==> src/hw/cbs_pkg.sv <==
// socket event register group: offsets, field positions, reset values, carriers
// assumes a 32-bit memory-mapped host bus and a config port for the base address
package cbs_pkg;

    localparam int FLAG_W = 4;

    // byte offsets inside the socket register page
    localparam logic [11:0] OFS_FLAGS = 12'h000;
    localparam logic [11:0] OFS_ENABLE = 12'h004;
    localparam logic [11:0] OFS_LIVE = 12'h008;
    localparam logic [11:0] OFS_INJECT = 12'h00c;
    localparam logic [11:0] OFS_CONTROL = 12'h010;
    localparam logic [11:0] OFS_RSVD_LO = 12'h014;
    localparam logic [11:0] OFS_RSVD_HI = 12'h01c;
    localparam logic [11:0] OFS_POWER = 12'h020;

    // configuration space offset of the socket base address
    localparam logic [7:0] CFG_OFS_BASE = 8'h10;

    // field positions in the event, enable and live status registers
    localparam int BIT_CARD_STATUS = 0;
    localparam int BIT_DETECT_ONE = 1;
    localparam int BIT_DETECT_TWO = 2;
    localparam int BIT_POWER_CYCLE = 3;
    // position of the card reset pin in the synchronised pin vector
    localparam int BIT_CARD_RESET = 4;
    localparam int PIN_W = 5;

    // values after reset
    localparam logic [FLAG_W-1:0] FLAGS_RESET = 4'h0;
    localparam logic [FLAG_W-1:0] ENABLE_RESET = 4'h0;
    localparam logic [31:0] CONTROL_RESET = 32'h0000_0000;
    localparam logic [31:0] POWER_RESET = 32'h0000_0000;
    localparam logic [31:0] BASE_RESET = 32'h0000_0000;
    // fixed supply capability bits of the live status register
    localparam logic [31:0] LIVE_FIXED = 32'h3000_0000;

    // cycles for the pin synchroniser to fill before edges are trusted
    localparam logic [1:0] SETTLE_DONE = 2'h3;

    typedef struct packed {
        logic valid;
        logic write;
        logic [31:0] addr;
        logic [31:0] wdata;
        logic [3:0] be;
    } cbs_mem_req_type;

    typedef struct packed {
        logic valid;
        logic write;
        logic [7:0] offset;
        logic [31:0] wdata;
    } cbs_cfg_req_type;

    typedef struct packed {
        logic [FLAG_W-1:0] flags;
        logic [FLAG_W-1:0] enable;
        logic [31:0] control;
        logic [31:0] power_mgmt;
        logic [31:0] base;
        logic [FLAG_W-1:0] live;
        logic in_card_reset;
        logic [1:0] settle;
        logic [31:0] rdata;
        logic rvalid;
        logic [31:0] cfg_rdata;
        logic cfg_rvalid;
        logic irq;
    } cbs_state_type;

endpackage

==> src/hw/cbs_socket_event_regs.sv <==
// socket register group: change flags, enables, live status, inject, control, power
// assumes single-cycle host requests with read data one cycle later; pins are async
`timescale 1ns/1ps
// Notes on behaviour
// - group sits at base from config offset 10h
// - five registers 00h-10h, 14h-1Ch reserved
// - extra power-management register at 20h
// - flags record change only; live register shows levels
// - writing 1 clears a flag, 0 keeps it
// - inject register write-1 sets matching flag
// - host reset clears all flags
// - leaving card reset re-flags still present status
// - enabling with a flag set raises interrupt
// - event bits 31-4 read as zero
// - power cycle status change sets bit 3
// - second detect change sets bit 2
// - first detect change sets bit 1
// - cardbus card: status rise sets bit 0
// - 16-bit card: both status edges set bit 0
// - enables gate interrupt only, never flag setting
// - detect interrupt needs both detect enables set
module cbs_socket_event_regs #(
    parameter int BASE_LSB = 12
) (
    input wire logic clk,                         // system clock, 125 MHz
    input wire logic reset,                       // host bus reset, sync, active high
    input wire cbs_pkg::cbs_mem_req_type mem_req, // host memory request
    output logic [31:0] mem_rdata,                // read data
    output logic mem_rvalid,                      // read data valid pulse
    input wire cbs_pkg::cbs_cfg_req_type cfg_req, // configuration request
    output logic [31:0] cfg_rdata,                // configuration read data
    output logic cfg_rvalid,                      // configuration read valid pulse
    input wire logic card_status_pin,             // card status-change pin, async
    input wire logic detect_one_pin_n,            // first card detect, async, low = in
    input wire logic detect_two_pin_n,            // second card detect, async, low = in
    input wire logic power_cycle_pin,             // power cycle status, async
    input wire logic card_reset_pin,              // card reset level, async
    input wire logic card_is_cardbus,             // card type from identification logic
    output logic csc_irq,                         // status-change interrupt, level
    output logic [31:0] socket_control,           // control register contents
    output logic [31:0] socket_power_management   // power-management register contents
);
    import cbs_pkg::*;

    initial begin
        if (BASE_LSB < 12 || BASE_LSB > 31) begin
            $error("cbs_socket_event_regs: BASE_LSB must be 12..31");
        end
    end

    cbs_state_type st;
    cbs_state_type nxt_st;

    logic [PIN_W-1:0] pins_async;
    logic [PIN_W-1:0] pins_sync;
    logic [31:0] page_mask;
    logic page_hit;
    logic [11:0] ofs;
    logic mem_wr;
    logic mem_rd;
    logic primed;
    logic [FLAG_W-1:0] live_now;
    logic [FLAG_W-1:0] hw_set;
    logic [FLAG_W-1:0] exit_set;
    logic [FLAG_W-1:0] clr_vec;
    logic [FLAG_W-1:0] force_vec;
    logic [FLAG_W-1:0] gated;
    logic status_rise;
    logic status_fall;
    logic card_reset_exit;

    assign pins_async = {card_reset_pin, power_cycle_pin, detect_two_pin_n,
                         detect_one_pin_n, card_status_pin};

    cbs_sync2 #(
        .WIDTH(PIN_W)
    ) u_sync (
        .clk(clk),
        .reset(reset),
        .din(pins_async),
        .dout(pins_sync)
    );

    // byte-lane merge for plain read/write registers
    function automatic logic [31:0] merge_bytes(input logic [31:0] old_val,
                                                input logic [31:0] new_val,
                                                input logic [3:0] be);
        logic [31:0] res;
        res = old_val;
        for (int i = 0; i < 4; i++) begin
            if (be[i]) begin
                res[i*8 +: 8] = new_val[i*8 +: 8];
            end
        end
        return res;
    endfunction

    // interrupt gating; detect pair only counts when both enables are set
    function automatic logic [FLAG_W-1:0] gate_flags(input logic [FLAG_W-1:0] flags,
                                                     input logic [FLAG_W-1:0] en);
        logic [FLAG_W-1:0] res;
        logic detect_en;
        detect_en = en[BIT_DETECT_ONE] & en[BIT_DETECT_TWO];
        res = '0;
        res[BIT_CARD_STATUS] = flags[BIT_CARD_STATUS] & en[BIT_CARD_STATUS];
        res[BIT_DETECT_ONE] = flags[BIT_DETECT_ONE] & detect_en;
        res[BIT_DETECT_TWO] = flags[BIT_DETECT_TWO] & detect_en;
        res[BIT_POWER_CYCLE] = flags[BIT_POWER_CYCLE] & en[BIT_POWER_CYCLE];
        return res;
    endfunction

    // decode within the page located by the base register
    assign page_mask = ~((32'h1 << BASE_LSB) - 32'h1);
    assign page_hit = ((mem_req.addr & page_mask) == (st.base & page_mask)) &&
                      (((mem_req.addr & ~page_mask) >> 12) == 32'h0);
    assign ofs = {mem_req.addr[11:2], 2'b00};
    assign mem_wr = mem_req.valid && mem_req.write && page_hit;
    assign mem_rd = mem_req.valid && !mem_req.write && page_hit;

    assign primed = (st.settle == SETTLE_DONE);
    assign live_now = pins_sync[FLAG_W-1:0];
    assign status_rise = live_now[BIT_CARD_STATUS] && !st.live[BIT_CARD_STATUS];
    assign status_fall = !live_now[BIT_CARD_STATUS] && st.live[BIT_CARD_STATUS];
    assign card_reset_exit = primed && st.in_card_reset && !pins_sync[BIT_CARD_RESET];

    // hardware change detection; flags note a change, not the level
    always_comb begin
        hw_set = '0;
        if (primed) begin
            hw_set[BIT_POWER_CYCLE] = live_now[BIT_POWER_CYCLE] ^
                                      st.live[BIT_POWER_CYCLE];
            hw_set[BIT_DETECT_TWO] = live_now[BIT_DETECT_TWO] ^
                                     st.live[BIT_DETECT_TWO];
            hw_set[BIT_DETECT_ONE] = live_now[BIT_DETECT_ONE] ^
                                     st.live[BIT_DETECT_ONE];
            if (card_is_cardbus) begin
                hw_set[BIT_CARD_STATUS] = status_rise;
            end else begin
                hw_set[BIT_CARD_STATUS] = status_rise || status_fall;
            end
        end
    end

    // status still present when the card leaves reset is flagged again
    always_comb begin
        exit_set = '0;
        if (card_reset_exit) begin
            exit_set[BIT_CARD_STATUS] = live_now[BIT_CARD_STATUS];
            exit_set[BIT_DETECT_ONE] = !live_now[BIT_DETECT_ONE];
            exit_set[BIT_DETECT_TWO] = !live_now[BIT_DETECT_TWO];
        end
    end

    assign clr_vec = (mem_wr && ofs == OFS_FLAGS && mem_req.be[0]) ?
                     mem_req.wdata[FLAG_W-1:0] : '0;
    assign force_vec = (mem_wr && ofs == OFS_INJECT && mem_req.be[0]) ?
                       mem_req.wdata[FLAG_W-1:0] : '0;
    assign gated = gate_flags(st.flags, st.enable);

    always_comb begin
        nxt_st = st;
        nxt_st.rvalid = 1'b0;
        nxt_st.cfg_rvalid = 1'b0;
        nxt_st.live = live_now;
        nxt_st.in_card_reset = pins_sync[BIT_CARD_RESET];
        if (!primed) begin
            nxt_st.settle = st.settle + 2'h1;
        end

        // hardware and inject sets win over a same-cycle clear
        nxt_st.flags = (st.flags & ~clr_vec) | hw_set | exit_set | force_vec;

        if (mem_wr) begin
            case (ofs)
                OFS_ENABLE: begin
                    if (mem_req.be[0]) begin
                        nxt_st.enable = mem_req.wdata[FLAG_W-1:0];
                    end
                end
                OFS_CONTROL: begin
                    nxt_st.control = merge_bytes(st.control, mem_req.wdata,
                                                 mem_req.be);
                end
                OFS_POWER: begin
                    nxt_st.power_mgmt = merge_bytes(st.power_mgmt, mem_req.wdata,
                                                    mem_req.be);
                end
                default: begin
                end
            endcase
        end

        if (mem_rd) begin
            nxt_st.rvalid = 1'b1;
            case (ofs)
                OFS_FLAGS: nxt_st.rdata = {28'h0, st.flags};
                OFS_ENABLE: nxt_st.rdata = {28'h0, st.enable};
                OFS_LIVE: nxt_st.rdata = LIVE_FIXED | {28'h0, st.live};
                OFS_CONTROL: nxt_st.rdata = st.control;
                OFS_POWER: nxt_st.rdata = st.power_mgmt;
                default: nxt_st.rdata = 32'h0;
            endcase
        end

        if (cfg_req.valid) begin
            if (cfg_req.write) begin
                if (cfg_req.offset == CFG_OFS_BASE) begin
                    nxt_st.base = cfg_req.wdata & page_mask;
                end
            end else begin
                nxt_st.cfg_rvalid = 1'b1;
                if (cfg_req.offset == CFG_OFS_BASE) begin
                    nxt_st.cfg_rdata = st.base & page_mask;
                end else begin
                    nxt_st.cfg_rdata = 32'h0;
                end
            end
        end

        // level request held while any enabled flag stays set
        nxt_st.irq = |gated;

        if (reset) begin
            nxt_st.flags = FLAGS_RESET;
            nxt_st.enable = ENABLE_RESET;
            nxt_st.control = CONTROL_RESET;
            nxt_st.power_mgmt = POWER_RESET;
            nxt_st.base = BASE_RESET;
            nxt_st.live = '0;
            nxt_st.in_card_reset = 1'b0;
            nxt_st.settle = 2'h0;
            nxt_st.rdata = 32'h0;
            nxt_st.rvalid = 1'b0;
            nxt_st.cfg_rdata = 32'h0;
            nxt_st.cfg_rvalid = 1'b0;
            nxt_st.irq = 1'b0;
        end
    end

    always_ff @(posedge clk) begin
        st <= nxt_st;
    end

    assign mem_rdata = st.rdata;
    assign mem_rvalid = st.rvalid;
    assign cfg_rdata = st.cfg_rdata;
    assign cfg_rvalid = st.cfg_rvalid;
    assign csc_irq = st.irq;
    assign socket_control = st.control;
    assign socket_power_management = st.power_mgmt;
endmodule

==> src/hw/cbs_sync2.sv <==
// two-flop synchroniser for a vector of independent level signals
// assumes each bit is a slow level; no bus coherency across bits
`timescale 1ns/1ps
module cbs_sync2 #(
    parameter int WIDTH = 5
) (
    input wire logic clk,              // system clock
    input wire logic reset,            // synchronous reset, active high
    input wire logic [WIDTH-1:0] din,  // asynchronous levels
    output logic [WIDTH-1:0] dout      // synchronised levels
);
    logic [WIDTH-1:0] meta_ff;
    logic [WIDTH-1:0] sync_ff;

    initial begin
        if (WIDTH < 1) begin
            $error("cbs_sync2: WIDTH must be at least 1");
        end
    end

    always_ff @(posedge clk) begin
        if (reset) begin
            meta_ff <= '0;
            sync_ff <= '0;
        end else begin
            meta_ff <= din;
            sync_ff <= meta_ff;
        end
    end

    assign dout = sync_ff;
endmodule

==> config.mk <==
export PLATFORM = sky130hd
export DESIGN_NAME = cbs_socket_event_regs
export DESIGN_NICKNAME = d
export VERILOG_FILES = /design/src/hw/cbs_pkg.sv /design/src/hw/cbs_socket_event_regs.sv /design/src/hw/cbs_sync2.sv
export SDC_FILE = /design/constraint.sdc
export NUM_CORES = 1
export LEC_CHECK = 0
export ABC_AREA = 1
export ABC_CLOCK_PERIOD_IN_PS = 3600
export BUFFER_PORTS_ARGS = -buffer_cell sky130_fd_sc_hd__buf_4
export CELL_PAD_IN_SITES_DETAIL_PLACEMENT = 0
export CELL_PAD_IN_SITES_GLOBAL_PLACEMENT = 1
export CORE_ASPECT_RATIO = 1.75
export CORE_MARGIN = 1
export CORE_UTILIZATION = 39
export DETAILED_ROUTE_END_ITERATION = 12
export GPL_TIMING_DRIVEN = 0
export HOLD_SLACK_MARGIN = 0.15
export PLACE_DENSITY_LB_ADDON = 0.1
export SYNTH_ARGS = -nofsm -noshare
export SYNTH_HDL_FRONTEND = slang
export SYNTH_HIERARCHICAL = 1
export SYNTH_SLANG_ARGS = --single-unit
==> constraint.sdc <==
create_clock -name clk -period 3.6 [get_ports clk]
set_clock_uncertainty 0.1 [all_clocks]
set_input_delay 0.72 -clock clk [delete_from_list [all_inputs] [get_ports clk]]
set_output_delay 0.72 -clock clk [all_outputs]
set_load 0.05 [all_outputs]
==> impl.org <==
** Status
- Result of the run :: finished clean

** Power
- Worst IR drop on VDD :: 0.294 mV
- Summed over all cells, the static leakage comes to 5.68 nW.
- Power density over cell area :: 374 nW/um2

** Timing
- Setup violations remaining at the end of the flow were counted as 0.
- Unrepaired setup endpoints after global routing :: no
- Setup slack closes at 1.39 ns.
- Setup Total Neg Slack :: 0 ns
- Hold Violations, Final :: 0
- Headroom to the max-slew limit came out at 0.499.
- The worst path in the final design needs a cycle of 2.21 ns, including I/O delays and setup.
- At the pin with the least slew margin, the transition time is 0.751 ns.
- The final number of max-transition violations came to 0.
- Share of the clock period used by the worst path :: 0.613
- Timing-limited maximum frequency :: 453 MHz

** Synthesis
- Top-area cell type share of the netlist area :: 0.406
- The number of different library cells used by synthesis comes to 31.
- Post-synthesis area per instance :: 7.14 um2
- Yosys warning total :: 6
- Post-Syn Instances :: 1133
- Sequential fraction of the synthesis area :: 0.406
- Yosys top cell by area :: sky130_fd_sc_hd__dfxtp_1
- Area of the mapped netlist :: 8090 um2
- Total of flip-flops plus latches after synthesis :: 164
- By area the synthesized netlist is led by sky130_fd_sc_hd__dfxtp_1, sky130_fd_sc_hd__nand2_1, sky130_fd_sc_hd__buf_4.

** Floorplan
- Placeable core area :: 20300 um2
- Number of rows in the core area :: 69
- The floorplan step set the die height to 193 um.
- Initial core utilization :: 0.399
- The die is 111 um wide.
- Io pins :: 251
- The floorplan step defined a die boundary enclosing 21300 um2.

** Min path
- Counting instances, the worst hold path has a depth of 2.
- Type of the tightest min-delay check :: reg -> reg
- Start point of the worst hold path :: u_sync/meta_ff[2]
- Endpoint, Worst Hold :: u_sync/dout[2]

** Detailed routing
- The routed layout has 7521 vias.
- Number of design-rule violations left by the first detailed-router iteration :: 355
- Final Routed Wirelength :: 23500 um
- In the final routed layout, each cell accounts on average for 14.3 um.
- Before antenna repair, the detailed router went through 5 iterations.
- Number of nets with antenna violations after routing :: 0
- After detailed routing, the number of remaining DRC violations is 0.
- Vias per std cell :: 4.57

** Worst setup path
- In this run the critical register-to-register path is launched from st[89].
- WP data arrival :: 2.47 ns
- Along the worst path, the maximum fanout reaches 10.
- Flop-to-flop setup slack :: 1.61 ns
- Crit path required time :: 3.87 ns
- Measured in cells, the most critical reg-to-reg path has a length of 10.
- Reg-to-reg critical path endpoint :: socket_control[15]
- The critical path is of the in -> reg type.
- STA classifies the critical path endpoint as a flip-flop.
- Kind of start point of the critical path :: input pin

** Clocking
- In this run the post-CTS setup repair buffer count came out at 0.
- Maximum count of clock buffers along a single path :: 2
- Clock tree synthesis found a total of 164 sinks.
- After clock tree synthesis, the flow added hold-fix buffers numbering 0.
- TritonCTS Buffers :: 17
- Once the clock tree was built, the resizer swapped 0 gates to a different size.
- TritonCTS built the clock tree.
- Cell at the root of the clock tree :: sky130_fd_sc_hd__clkbuf_16
- Skew-Pair Late Insertion Delay :: 0.42 ns
- Post-CTS clock slew at the launch and capture registers of the worst setup and hold paths :: 0.06 ns
- H-Tree Depth :: 4

** Cells and area
- Post-Route Utilization :: 0.527
- The number of antenna diodes in the final layout is 0.
- Net total in the final layout :: 1509
- Layout area overhead :: 32.1%
- Share of final-layout standard cells stronger than drive strength 1 :: 0.304
- The count of cells in the finished layout, fillers not included, comes to 1645.

** Place
- Final HPWL from detailed placement :: 18400 um
- Placed cell count :: 1616
- Placement Setup Slack :: 0.976 ns
- Routability-driven placement finished with a final weighted congestion of 0.812.
- Port buffer count :: 224

** Global routing
- Total grt overflow :: 0
- Wire length of the first global-routing pass :: 36600 um
- For this run, the total global-route usage over all layers was measured as 0.222.
- Number of antenna violations at the first check in global routing :: 0
- Via count of the first global-routing pass :: 7268
- Largest net degree at the start of global routing :: 17

** Run
- Across the run, the number of max-cap violations was 0.
==> cell families after synthesis <==
family | synth area share
adders and majority gates | 0.00309
buffers and inverters | 0.225
AOI/OAI and AO/OA | 0.120
DFF | 0.406
and+or+nand+nor | 0.234
other | 0.000464
xor gates and xnor gates | 0.0119
==> how the worst max path moves through the flow <==
stage / from / to / cells past startpoint
after detailed placement: mem_req[45] / mem_rdata[6] / 10
final: mem_req[45] / mem_rdata[6] / 10
after CTS: mem_req[45] / mem_rdata[6] / 10
after global routing: mem_req[43] / mem_rdata[30] / 10
after global placement: mem_req[45] / mem_rdata[6] / 10
after floorplan: mem_req[62] / socket_power_management[10] / 10
==> cells in the final DEF, fill, tap and decap left out, types with 17 or more instances in the layout <==
| master | count |
|---|---|
| sky130_fd_sc_hd__buf_4 | 352 |
| sky130_fd_sc_hd__nand2_1 | 280 |
| sky130_fd_sc_hd__dfxtp_1 | 164 |
| sky130_fd_sc_hd__inv_1 | 157 |
| sky130_fd_sc_hd__a21oi_1 | 98 |
| sky130_fd_sc_hd__nor2_1 | 61 |
| sky130_fd_sc_hd__o21ai_0 | 58 |
| sky130_fd_sc_hd__nand3_1 | 32 |
| sky130_fd_sc_hd__nor3_1 | 28 |
| sky130_fd_sc_hd__o22ai_1 | 28 |
| sky130_fd_sc_hd__clkbuf_1 | 24 |
| sky130_fd_sc_hd__clkbuf_16 | 17 |
==> through the flow <==
stage | instance area [um2] | hold slack, ns | power [mW]
after floorplan | 8130 | 0.288 | 2.10
after global placement | 10100 | 0.289 | 2.26
after detailed placement | 10100 | 0.292 | 2.26
after CTS | 10700 | 0.301 | 4.05
after global routing | 10700 | 0.319 | 4.15
final | 10700 | 0.299 | 4.00
==> critical path, cell delays in order <==
cell and delay (ns):
sky130_fd_sc_hd__buf_4 0.11, sky130_fd_sc_hd__nor2_1 0.09, sky130_fd_sc_hd__nand2_1 0.14, sky130_fd_sc_hd__nor3_1 0.22, sky130_fd_sc_hd__nand2_1 0.12, sky130_fd_sc_hd__buf_2 0.22, sky130_fd_sc_hd__buf_1 0.30, sky130_fd_sc_hd__o22ai_1 0.38
sky130_fd_sc_hd__nand2_1 0.10, sky130_fd_sc_hd__nand2_1 0.06
==> cell type report <==
cell class	count	area (um2)
multi-input cells	644	3030
clock buffers	24	492
inverters	168	631
repair buffers	224	1680
well taps	248	310
clock inverters	5	75.1
fillers	2073	9600
plain buffers	168	1190
flip-flops and latches	164	3280
==> sequential cells by signal, summed over array words and instances, names as in the netlist <==
register / count
st: 35
mem_rdata: 32
socket_control: 32
socket_power_management: 32
cfg_rdata: 20
u_sync/dout: 5
u_sync/meta_ff: 5
cfg_rvalid: 1
csc_irq: 1
mem_rvalid: 1
==> report_power, final <==
part           switching, mW  internal [mW]  leakage, nW  total (mW)
logic                  0.208          0.154         4.07       0.362
clock network          0.701           1.08        0.282        1.78
registers             0.0123           1.84         1.33        1.85
==> Yosys cell counts <==
master	n
sky130_fd_sc_hd__inv_1	157
sky130_fd_sc_hd__clkbuf_1	21
sky130_fd_sc_hd__a31oi_1	1
sky130_fd_sc_hd__buf_4	128
sky130_fd_sc_hd__nand4_1	6
sky130_fd_sc_hd__o21ai_0	58
sky130_fd_sc_hd__o22ai_1	28
sky130_fd_sc_hd__nor2_8	1
sky130_fd_sc_hd__conb_1	1
sky130_fd_sc_hd__nor2_1	61
sky130_fd_sc_hd__buf_2	2
sky130_fd_sc_hd__nor2_2	3
sky130_fd_sc_hd__nor3_1	28
sky130_fd_sc_hd__buf_6	10
sky130_fd_sc_hd__nand3_1	32
sky130_fd_sc_hd__nand3_2	1
sky130_fd_sc_hd__nor2_4	5
sky130_fd_sc_hd__a21oi_1	98
sky130_fd_sc_hd__nor4_1	2
sky130_fd_sc_hd__o211ai_1	1
sky130_fd_sc_hd__nand2_2	2
sky130_fd_sc_hd__clkinv_1	1
sky130_fd_sc_hd__inv_2	10
sky130_fd_sc_hd__nor4_2	2
sky130_fd_sc_hd__dfxtp_1	164
sky130_fd_sc_hd__nand2_1	280
sky130_fd_sc_hd__buf_1	7
sky130_fd_sc_hd__ha_1	2
sky130_fd_sc_hd__xnor2_1	11
sky130_fd_sc_hd__nand2_4	9
sky130_fd_sc_hd__nand3_4	1
==> routing by layer <==
layer  global-route usage  share of wire
met4                0.106          0.035
met1                0.218           0.37
met2                0.435           0.55
met5                    0              0
met3               0.0499          0.046
Power figures use the tool's default switching activity.
